--- config.mk ---
export PLATFORM = sky130hd
export DESIGN_NAME = srf_formatter
export DESIGN_NICKNAME = d
export VERILOG_FILES = /design/src/srf_pkg.sv /design/src/srf_fifo.sv /design/src/srf_formatter.sv
export SDC_FILE = /design/constraint.sdc
export NUM_CORES = 1
export LEC_CHECK = 0
export ABC_AREA = 0
export CORE_UTILIZATION = 40
export DETAILED_ROUTE_END_ITERATION = 8
export DONT_BUFFER_PORTS = 1
export SYNTH_ARGS = -nofsm -noshare
export SYNTH_HDL_FRONTEND = slang
export SYNTH_SLANG_ARGS = --single-unit
--- constraint.sdc ---
create_clock -name pclk -period 7.2 [get_ports pclk]
set_input_delay 0.72 -clock pclk [delete_from_list [all_inputs] [get_ports pclk]]
set_output_delay 0.72 -clock pclk [all_outputs]
set_load 0.005 [all_outputs]
--- src/srf_pkg.sv ---
// Package with register map, message bytes, formats and states of the speed report formatter.
package srf_pkg;

    // Register byte offsets.
    localparam logic [7:0] OFF_CTRL    = 8'h00;
    localparam logic [7:0] OFF_PERIOD  = 8'h04;
    localparam logic [7:0] OFF_TARGET  = 8'h08;
    localparam logic [7:0] OFF_FAST    = 8'h0C;
    localparam logic [7:0] OFF_PATROL  = 8'h10;
    localparam logic [7:0] OFF_LOCKED  = 8'h14;
    localparam logic [7:0] OFF_FLAGS   = 8'h18;
    localparam logic [7:0] OFF_POLL    = 8'h1C;
    localparam logic [7:0] OFF_STATUS  = 8'h20;

    // Control register fields.
    localparam int CTRL_FMT_LSB   = 0;
    localparam int CTRL_DIR_EN    = 3;
    localparam int CTRL_TENTHS    = 4;
    localparam int CTRL_MULTIDROP = 5;
    localparam int CTRL_ENABLE    = 6;
    localparam int CTRL_W         = 7;

    // Flags register fields.
    localparam int FLG_TX_ON      = 0;
    localparam int FLG_LOCKED     = 1;
    localparam int FLG_ZONE_SAME  = 2;
    localparam int FLG_FORK       = 3;
    localparam int FLG_FAST_LOCK  = 4;
    localparam int FLG_FASTER_EN  = 5;
    localparam int FLG_LOW_VOLT   = 6;
    localparam int FLG_DIR_LSB    = 8;
    localparam int FLG_W          = 10;

    // Status register fields.
    localparam int STS_BUSY       = 0;
    localparam int STS_LEVEL_LSB  = 1;
    localparam int STS_COUNT_LSB  = 16;

    // Reset values.
    localparam logic [CTRL_W-1:0] CTRL_RST   = 7'h00;
    localparam logic [31:0]       PERIOD_RST = 32'h0000_0000;
    localparam logic [11:0]       SPEED_RST  = 12'h000;
    localparam logic [FLG_W-1:0]  FLAGS_RST  = 10'h000;

    // Message bytes.
    localparam logic [7:0] ASC_ZERO  = 8'h30;
    localparam logic [7:0] ASC_CR    = 8'h0D;
    localparam logic [7:0] ASC_S     = 8'h53;
    localparam logic [7:0] ASC_POINT = 8'h2E;
    localparam logic [7:0] ASC_PLUS  = 8'h2B;
    localparam logic [7:0] ASC_MINUS = 8'h2D;
    localparam logic [7:0] ASC_QUERY = 8'h3F;
    localparam logic [7:0] TYPE_ALL  = 8'h81;
    localparam logic [1:0] STAT_TOP  = 2'h1;
    localparam logic [7:0] CKSUM_MASK = 8'h7F;

    // Speed limits and message geometry.
    localparam logic [11:0] MAX3    = 12'h3E7;
    localparam logic [11:0] MAX2    = 12'h063;
    localparam logic [11:0] TEN     = 12'h00A;
    localparam int          MSG_MAX = 16;
    localparam logic [4:0]  LEN_FOUR   = 5'h04;
    localparam logic [4:0]  LEN_ALL    = 5'h10;
    localparam logic [4:0]  LEN_CKSUM  = 5'h05;
    localparam logic [4:0]  LEN_TENTHS = 5'h06;

    // Direction codes in the flags register.
    localparam logic [1:0] DIR_UNKNOWN  = 2'h0;
    localparam logic [1:0] DIR_APPROACH = 2'h1;
    localparam logic [1:0] DIR_RECEDE   = 2'h2;

    localparam int FIFO_DEPTH = 16;
    localparam int FIFO_WIDTH = 8;

    typedef enum logic [2:0] {
        FMT_STRONG = 3'b000,
        FMT_FAST   = 3'b001,
        FMT_ALL    = 3'b010,
        FMT_DIR    = 3'b011,
        FMT_CKSUM  = 3'b100,
        FMT_TENTHS = 3'b101
    } srf_fmt_t;

    typedef enum logic [0:0] {
        ST_IDLE = 1'b0,
        ST_SEND = 1'b1
    } srf_state_t;

endpackage

--- src/srf_fifo.sv ---
// Flip-flop FIFO with valid and ready on both sides.
`timescale 1ns/1ps
module srf_fifo
    import srf_pkg::*;
#(
    parameter int WIDTH = 8,
    parameter int DEPTH = 16
)(
    // Clock, reset and enable.
    input  wire logic                       pclk,
    input  wire logic                       presetn,
    input  wire logic                       ce,
    // Fill side.
    input  wire logic                       in_valid,
    output logic                            in_ready,
    input  wire logic [WIDTH-1:0]           in_data,
    // Drain side.
    output logic                            out_valid,
    input  wire logic                       out_ready,
    output logic [WIDTH-1:0]                out_data,
    // Fill level.
    output logic [$clog2(DEPTH):0]          level
);
    localparam int AW = $clog2(DEPTH);

    logic [WIDTH-1:0] mem_r [DEPTH];
    logic [AW-1:0]    wr_r;
    logic [AW-1:0]    rd_r;
    logic [AW:0]      cnt_r;
    logic             do_wr;
    logic             do_rd;

    assign in_ready  = (cnt_r != (AW+1)'(DEPTH));
    assign out_valid = (cnt_r != '0);
    assign out_data  = mem_r[rd_r];
    assign level     = cnt_r;
    assign do_wr     = ce && in_valid && in_ready;
    assign do_rd     = ce && out_valid && out_ready;

    always_ff @(posedge pclk)
    begin
        if (do_wr)
        begin
            mem_r[wr_r] <= in_data;
        end
    end

    always_ff @(posedge pclk or negedge presetn)
    begin
        if (!presetn)
        begin
            wr_r  <= '0;
            rd_r  <= '0;
            cnt_r <= '0;
        end
        else
        begin
            if (do_wr)
            begin
                wr_r <= wr_r + AW'(1);
            end
            if (do_rd)
            begin
                rd_r <= rd_r + AW'(1);
            end
            cnt_r <= cnt_r + (AW+1)'(do_wr) - (AW+1)'(do_rd);
        end
    end
endmodule // srf_fifo

--- src/srf_formatter.sv ---
// Speed report formatter: APB registers, message builder, serializer and output FIFO.
//
// Behaviour
// [RULE_01] Strong format: three ASCII digits of strong speed, hundreds first, then CR.
// [RULE_02] Fast format: three ASCII digits of faster speed, hundreds first, then CR.
// [RULE_03] With tenths resolution report ten times the speed, no decimal point.
// [RULE_04] All-speeds: 0x81, two status bytes, patrol, locked, faster, target digits, CR.
// [RULE_05] Status one bits 7:6 are 01; bit 0 shows transmitter on.
// [RULE_06] Status one bit 5 is set while a speed is locked.
// [RULE_07] Status one: zone in bit 4, fork in bit 3, bit 2 low, bit 1 high.
// [RULE_08] Status two bits 7:6 are 01, bits 5:4 are 00, bit 0 is 0.
// [RULE_09] Status two: fast lock bit 3, faster enabled bit 2, low voltage bit 1.
// [RULE_10] Direction format: optional direction byte, three digits, CR; five or four bytes.
// [RULE_11] Direction byte only when enabled: plus approaching, minus receding, query unknown.
// [RULE_12] Checksum format: optional direction, S, tens, ones, CR, checksum byte.
// [RULE_13] Checksum is the sum of all earlier message bytes, low seven bits.
// [RULE_14] Software should not pick tenths with the checksum format.
// [RULE_15] Tenths format: optional direction, three digits, point, tenths digit, CR.
// [RULE_16] Software should select tenths resolution with the tenths format.
// [RULE_17] Software must choose a baud rate fast enough for each format.
// [RULE_18] Point-to-point sends at the message period; multidrop sends one message per poll. Two polls during one message yield one message here.
// [RULE_19] Speed digits are ASCII 0 to 9 made by decimal conversion.
`timescale 1ns/1ps
module srf_formatter
    import srf_pkg::*;
(
    // Clock, reset and enable.
    input  wire logic        pclk,
    input  wire logic        presetn,
    input  wire logic        ce,
    // APB slave.
    input  wire logic        psel,
    input  wire logic        penable,
    input  wire logic        pwrite,
    input  wire logic [7:0]  paddr,
    input  wire logic [31:0] pwdata,
    output logic [31:0]      prdata,
    output logic             pready,
    output logic             pslverr,
    // Byte stream to the serial transmitter.
    output logic [7:0]       tx_data,
    output logic             tx_valid,
    input  wire logic        tx_ready
);
    // Clamps a value to the given limit and returns three ASCII digits.
    function automatic logic [23:0] asc3(input logic [11:0] v, input logic [11:0] lim);
        logic [11:0] c;
        c = (v > lim) ? lim : v;
        asc3 = {8'(c / 12'd100) + ASC_ZERO,
                8'((c / TEN) % TEN) + ASC_ZERO,
                8'(c % TEN) + ASC_ZERO};
    endfunction

    logic [CTRL_W-1:0] ctrl_r;
    logic [31:0]       period_r;
    logic [11:0]       target_r;
    logic [11:0]       fast_r;
    logic [11:0]       patrol_r;
    logic [11:0]       locked_r;
    logic [FLG_W-1:0]  flags_r;
    logic [15:0]       msg_cnt_r;
    logic [31:0]       tmr_r;
    logic              pend_r;
    srf_state_t        state_r;
    logic [7:0]        msg_r [MSG_MAX];
    logic [4:0]        len_r;
    logic [3:0]        idx_r;
    logic [7:0]        sum_r;
    logic              ck_r;

    logic              wr_en;
    logic              poll;
    logic              tick;
    logic [31:0]       reload;
    logic              start;
    logic              push;
    logic              last;
    logic [7:0]        push_data;
    logic              fifo_ready;
    logic [4:0]        fifo_level;
    srf_fmt_t          fmt;
    logic              dir_on;
    logic [7:0]        dir_byte;
    logic [7:0]        st1;
    logic [7:0]        st2;
    logic [7:0]        core [MSG_MAX];
    logic [7:0]        msg_nxt [MSG_MAX];
    logic [4:0]        len_nxt;

    // APB: zero wait states; the clock enable stretches the access.
    assign pready = ce;
    assign wr_en  = psel && penable && pwrite && ce;
    assign poll   = wr_en && (paddr == OFF_POLL);

    always_comb
    begin
        prdata  = 32'h0000_0000;
        pslverr = 1'b0;
        case (paddr)
            OFF_CTRL:   prdata = 32'(ctrl_r);
            OFF_PERIOD: prdata = period_r;
            OFF_TARGET: prdata = 32'(target_r);
            OFF_FAST:   prdata = 32'(fast_r);
            OFF_PATROL: prdata = 32'(patrol_r);
            OFF_LOCKED: prdata = 32'(locked_r);
            OFF_FLAGS:  prdata = 32'(flags_r);
            OFF_POLL:   prdata = 32'h0000_0000;
            OFF_STATUS:
            begin
                prdata[STS_BUSY]                    = (state_r == ST_SEND);
                prdata[STS_LEVEL_LSB +: 5]          = fifo_level;
                prdata[STS_COUNT_LSB +: 16]         = msg_cnt_r;
            end
            default:    pslverr = psel && penable;
        endcase
    end

    always_ff @(posedge pclk or negedge presetn)
    begin
        if (!presetn)
        begin
            ctrl_r   <= CTRL_RST;
            period_r <= PERIOD_RST;
            target_r <= SPEED_RST;
            fast_r   <= SPEED_RST;
            patrol_r <= SPEED_RST;
            locked_r <= SPEED_RST;
            flags_r  <= FLAGS_RST;
        end
        else if (wr_en)
        begin
            case (paddr)
                OFF_CTRL:   ctrl_r   <= pwdata[CTRL_W-1:0];
                OFF_PERIOD: period_r <= pwdata;
                OFF_TARGET: target_r <= pwdata[11:0];
                OFF_FAST:   fast_r   <= pwdata[11:0];
                OFF_PATROL: patrol_r <= pwdata[11:0];
                OFF_LOCKED: locked_r <= pwdata[11:0];
                OFF_FLAGS:  flags_r  <= pwdata[FLG_W-1:0];
                default:    ;
            endcase
        end
    end

    // Period timer for point-to-point streaming; a period of zero acts as one.
    assign tick = ctrl_r[CTRL_ENABLE] && !ctrl_r[CTRL_MULTIDROP] && (tmr_r == 32'h0000_0000);
    assign reload = (period_r == 32'h0000_0000) ? 32'h0000_0000 : period_r - 32'h0000_0001; // [RULE_18]

    always_ff @(posedge pclk or negedge presetn)
    begin
        if (!presetn)
        begin
            tmr_r <= 32'h0000_0000;
        end
        else if (ce)
        begin
            tmr_r <= (!ctrl_r[CTRL_ENABLE] || ctrl_r[CTRL_MULTIDROP] || tick) ? reload : tmr_r - 32'h0000_0001;
        end
    end

    // A request made while a message goes out waits here; its set beats the clear, but two polls during one message yield one message.
    assign start = ce && (state_r == ST_IDLE) && pend_r && ctrl_r[CTRL_ENABLE];

    always_ff @(posedge pclk or negedge presetn)
    begin
        if (!presetn)
        begin
            pend_r <= 1'b0;
        end
        else if (ce)
        begin
            pend_r <= (poll && ctrl_r[CTRL_MULTIDROP]) || tick || (pend_r && !start); // [RULE_18]
        end
    end

    // Message builder.
    function automatic logic [11:0] rep(input logic [11:0] v, input logic tenths);
        rep = tenths ? v : v / TEN;
    endfunction

    assign fmt    = srf_fmt_t'(ctrl_r[CTRL_FMT_LSB +: 3]);
    assign dir_on = ctrl_r[CTRL_DIR_EN] && (fmt == FMT_DIR || fmt == FMT_CKSUM || fmt == FMT_TENTHS); // [RULE_11]
    assign dir_byte = (flags_r[FLG_DIR_LSB +: 2] == DIR_APPROACH) ? ASC_PLUS :
                      (flags_r[FLG_DIR_LSB +: 2] == DIR_RECEDE)   ? ASC_MINUS : ASC_QUERY; // [RULE_11]
    assign st1 = {STAT_TOP, flags_r[FLG_LOCKED], flags_r[FLG_ZONE_SAME], flags_r[FLG_FORK],
                  2'h1, flags_r[FLG_TX_ON]}; // [RULE_05] [RULE_06] [RULE_07]
    assign st2 = {STAT_TOP, 2'h0, flags_r[FLG_FAST_LOCK], flags_r[FLG_FASTER_EN],
                  flags_r[FLG_LOW_VOLT], 1'b0}; // [RULE_08] [RULE_09]

    always_comb
    begin
        logic        tn;
        logic [23:0] d;
        tn = ctrl_r[CTRL_TENTHS];
        d = 24'h00_0000;
        core = '{default: 8'h00};
        len_nxt = LEN_FOUR;
        case (fmt)
            FMT_FAST:
            begin
                {core[0], core[1], core[2]} = asc3(rep(fast_r, tn), MAX3); // [RULE_02] [RULE_03]
                core[3] = ASC_CR;
            end
            FMT_ALL:
            begin
                core[0] = TYPE_ALL; // [RULE_04]
                core[1] = st1;
                core[2] = st2;
                {core[3], core[4], core[5]}    = asc3(rep(patrol_r, tn), MAX3);
                {core[6], core[7], core[8]}    = asc3(rep(locked_r, tn), MAX3);
                {core[9], core[10], core[11]}  = asc3(rep(fast_r, tn), MAX3);
                {core[12], core[13], core[14]} = asc3(rep(target_r, tn), MAX3);
                core[15] = ASC_CR;
                len_nxt  = LEN_ALL;
            end
            FMT_CKSUM:
            begin
                d = asc3(rep(target_r, tn), MAX2);
                core[0] = ASC_S; // [RULE_12]
                {core[1], core[2]} = d[15:0];
                core[3] = ASC_CR;
                len_nxt = LEN_CKSUM;
            end
            FMT_TENTHS:
            begin
                {core[0], core[1], core[2]} = asc3(target_r / TEN, MAX3); // [RULE_15]
                core[3] = ASC_POINT;
                core[4] = 8'(target_r % TEN) + ASC_ZERO;
                core[5] = ASC_CR;
                len_nxt = LEN_TENTHS;
            end
            default:
            begin
                {core[0], core[1], core[2]} = asc3(rep(target_r, tn), MAX3); // [RULE_01] [RULE_03] [RULE_19]
                core[3] = ASC_CR;
            end
        endcase
        // The direction byte, when present, leads and pushes the rest one place on.
        msg_nxt[0] = dir_on ? dir_byte : core[0]; // [RULE_10]
        for (int i = 1; i < MSG_MAX; i++)
        begin
            msg_nxt[i] = dir_on ? core[i-1] : core[i];
        end
        len_nxt = len_nxt + 5'(dir_on); // [RULE_10] [RULE_12] [RULE_15]
    end

    // Serializer into the FIFO; it stalls while the FIFO is full.
    assign last      = (5'(idx_r) == len_r - 5'h01);
    assign push      = ce && (state_r == ST_SEND) && fifo_ready;
    assign push_data = (ck_r && last) ? (sum_r & CKSUM_MASK) : msg_r[idx_r]; // [RULE_13]

    always_ff @(posedge pclk or negedge presetn)
    begin
        if (!presetn)
        begin
            state_r   <= ST_IDLE;
            idx_r     <= 4'h0;
            len_r     <= LEN_FOUR;
            sum_r     <= 8'h00;
            ck_r      <= 1'b0;
            msg_cnt_r <= 16'h0000;
            msg_r     <= '{default: 8'h00};
        end
        else
        begin
            case (state_r)
                ST_IDLE:
                begin
                    if (start)
                    begin
                        msg_r   <= msg_nxt;
                        len_r   <= len_nxt;
                        ck_r    <= (fmt == FMT_CKSUM);
                        idx_r   <= 4'h0;
                        sum_r   <= 8'h00;
                        state_r <= ST_SEND;
                    end
                end
                ST_SEND:
                begin
                    if (push)
                    begin
                        sum_r <= sum_r + push_data; // [RULE_13]
                        idx_r <= idx_r + 4'h1;
                        if (last)
                        begin
                            state_r   <= ST_IDLE;
                            msg_cnt_r <= msg_cnt_r + 16'h0001;
                        end
                    end
                end
                default: state_r <= ST_IDLE;
            endcase
        end
    end

    srf_fifo #(.WIDTH (FIFO_WIDTH), .DEPTH (FIFO_DEPTH)) u_fifo (
        .pclk      (pclk),
        .presetn   (presetn),
        .ce        (ce),
        .in_valid  (push),
        .in_ready  (fifo_ready),
        .in_data   (push_data),
        .out_valid (tx_valid),
        .out_ready (tx_ready),
        .out_data  (tx_data),
        .level     (fifo_level)
    );
endmodule // srf_formatter

==> run_results.csv <==
group,metric,value,unit
worst_setup_path,required,7710,ps
sta,setup_violations,0,
final_layout,drive_gt1_frac,0.1523,
sta,period_share,0.9456,
die,initial_core_util,0.4056,
logic_synthesis,synthAdderAreaFrac,0.03458,
power_and_ir_drop,max-vdd-ir-drop,0.1971,mV
die,die-height,290.8,um
sta,drv_slew,0,
grt,grt_use_total,0.2389,
logic_synthesis,ys.flop_type,"dfrtp_1",
sta,period_needed,6808,ps
detailed_routing,vias,29696,
worst_setup_path,timing.critical_path.mode_cell,"nor2_1",
logic_synthesis,synth_simple_gate_area_frac,0.1868,
detailed_routing,viasPerCell,6.222,
cts,numCtsBuffers,48,
worst_setup_path,endpoint,"msg_r[109]",
logic_synthesis,ys_types,133,
logic_synthesis,synth_top_family_by_area,"compound AO/OA/AOI/OAI gates",
die,ios,90,
run_status,violations,"negative hold slack",
logic_synthesis,synth_seq_cells,433,
sta,relSlewSlack,0.1976,
worst_setup_path,reg2regPathDepth,31,
cts,clockBufferDepth,3,
worst_setup_path,arrival,7320,ps
detailed_routing,wirelength,103.8,mm
die,dieArea,84550,um2
power_and_ir_drop,p_leak,14.63,nW
logic_synthesis,synth-seq-area-share,0.3441,
worst_setup_path,worst_setup_path_end_kind,"register",
die,row_count,105,
run_status,status,"finished with violations",
final_layout,area_growth,10.01,%
logic_synthesis,synth_cells,3721,
cts,path_clk_slew,60,ps
logic_synthesis,synth_edf_count,128,
logic_synthesis,synth_mux_area_frac,0.1050,
logic_synthesis,syn-cell-area,33360,um2
placement,place_area,34740,um2
sta,worst_slew_pin_slew,1191,ps
placement,port_buffers,0,
worst_setup_path,slowest_stage,"or4_4",
sta,clock.fmax,146.9,MHz
final_layout,final_area,36700,um2
cts,cts_sinks,433,
worst_setup_path,r2r_slack,390,ps
detailed_routing,drc,0,
min_path,hold_class,"in -> async",
worst_setup_path,slowest_delay,500,ps
power_and_ir_drop,p_per_area,192.7,nW/um2
cts,cts_tree,"yes",
final_layout,fin_nets,3788,
placement,dp_hpwl,74.46,mm
worst_setup_path,crit_fanout,11,
sta,hold_violations,234,
job,cap_violations,0,
logic_synthesis,synth_compound_area_frac,0.2427,
logic_synthesis,async_reset_ff_frac,0.7044,
worst_setup_path,criticalPathCategory,"reg -> reg",
worst_setup_path,reg2reg_to,"msg_r[109]",
detailed_routing,ant_nets,0,
sta,hold_slack,-181.5,ps
final_layout,multiInputGateArea,20600,um2
sta,clock_skew,25.08,ps
final_layout,antenna_cells,0,
grt,first_global_vias,27729,
detailed_routing,wire_per_inst,21.75,um
detailed_routing,drt-initial-drc-count,2530,
detailed_routing,firstDrtPassIters,6,
worst_setup_path,critical_path.startpoint,"target_r[7]",
grt,grt_antenna_before_repair,2,
final_layout,fillers,7947,
worst_setup_path,r2r-start,"target_r[7]",
worst_setup_path,startpoint_type,"register",
cts,cts_root_buffer,"clkbuf_16",
die,core-area,82240,um2
logic_synthesis,synth.avg_cell_area,8.964,um2
grt,grt_pass1_wl,162.7,mm
final_layout,seq_area,11480,um2
logic_synthesis,synthXorXnorAreaFrac,0.04059,
die,die_w,290.8,um
cts,ctsHtreeMaxLevel,2,
cts,clk_latency,620,ps
final_layout,final_util,0.4462,
logic_synthesis,yosys_warnings,0,
grt,grt_start_max_net_pins,306,
placement,place_congestion,0.9439,
grt,overflow,0,
[where the power goes]
group          switching [mW]  internal, mW
registers               0.239          2.68
logic                   0.827         0.720
clock network            1.09          1.51
total                    2.16          4.92
[sequential cells by signal, indices dropped and copies added, names as in the netlist, 4 cells and up]
register and flops:
ctrl_r 7, len_r 5, patrol_r 12, sum_r 7, period_r 32, msg_cnt_r 16, u_fifo.level 5, fast_r 12
flags_r 10, target_r 12, u_fifo.mem_r 128, u_fifo.rd_r 4, u_fifo.wr_r 4, msg_r 128, locked_r 12, tmr_r 32
idx_r 4
[layout make-up]
cell class / count / share of cell area
clock buffers: 58 / 0.03430
clock inverters: 29 / 0.01105
inverters: 113 / 0.01159
multi-input cells: 2921 / 0.5615
flip-flops and latches: 433 / 0.3130
well taps: 1070 / 0.03648
repair buffers: 149 / 0.03209
[metrics by stage]
step                      worst slack (ps)  setup TNS, ps  std cells  total power, mW
final                                392.0              0       4773            7.071
after detailed placement             121.1              0       4675            4.509
after global placement               272.9              0       4675            4.493
after global routing                -22.69         -22.69       4773            7.397
after CTS                            67.71              0       4762            7.114
after floorplan                      802.5              0       3735            4.107
[what timing repair did]
item                                   CTS  global route
buffers inserted                         0            10
setup endpoints to repair                0            10
endpoints found under the hold margin  304           304
gates resized for setup                  0            37
[layout by cell type, fill, tap and decap left out, types with 45 or more instances in the layout]
| master | instances |
|---|---|
| dfrtp_1 | 300 |
| mux2_2 | 114 |
| nor2_1 | 300 |
| edfxtp_1 | 128 |
| and2_1 | 50 |
| nor3_1 | 94 |
| xnor2_1 | 118 |
| a22o_1 | 69 |
| buf_4 | 144 |
| ha_1 | 71 |
| inv_1 | 99 |
| o21ai_0 | 263 |
| nor2b_1 | 45 |
| nand3_1 | 107 |
| nand2_1 | 386 |
| mux4_2 | 81 |
| nand2b_1 | 48 |
| a21oi_1 | 172 |
| clkbuf_16 | 49 |
[cells in the mapped netlist, drive strengths merged (35+ instances only)]
master | instances | area share
nand2 | 389 | 0.044
dfrtp | 304 | 0.23
inv | 106 | 0.012
nor2 | 305 | 0.035
edfxtp | 128 | 0.12
nand3 | 110 | 0.017
a22o | 69 | 0.018
nand2b | 49 | 0.0092
a21oi | 178 | 0.028
mux2i | 35 | 0.011
and2 | 54 | 0.010
nor3 | 101 | 0.015
a22oi | 43 | 0.0098
mux4 | 81 | 0.055
xnor2 | 121 | 0.032
o21a | 35 | 0.0079
nor2b | 46 | 0.0086
o211ai | 42 | 0.0096
buf | 80 | 0.012
a211oi | 43 | 0.011
clkbuf | 188 | 0.021
o21ai | 282 | 0.043
o31ai | 44 | 0.010
mux2 | 116 | 0.039
a31oi | 45 | 0.0086
o22ai | 43 | 0.0081
ha | 73 | 0.027
[cells by family after synthesis]
| group | after synthesis |
|---|---|
| AND/OR/NAND/NOR | 1279 |
| adder cells (fa/ha/maj) | 95 |
| other | 1 |
| AO/OA/AOI/OAI | 1148 |
| multiplexers | 232 |
| flip-flops | 433 |
| buffers and inverters | 381 |
| XOR/XNOR | 152 |
[critical path: cells and delay by family, from the launching register on]
kind	cells	cell delay (ps)
fa+ha+maj	2	480
flops	1	410
buf+inv	3	430
compound gates	14	3190
mux	3	570
simple gates	9	1650
[worst min-delay path by stage]
stage,startpoint,end
floorplan,presetn,ck_r
global placement,presetn,tmr_r[20]
detailed placement,presetn,tmr_r[20]
CTS,presetn,tmr_r[19]
global route,presetn,tmr_r[10]
finish,presetn,tmr_r[0]
[metal layers]
metal	GRT usage	routed length, um	vias up
met4	0.07304	3270	2
met1	0.3388	47100	14526
met3	0.03418	6792	190
met5	0	13	-
met2	0.3758	46640	1053
li1	-	-	13925
Note: power is estimated with default switching activity, not from simulation.
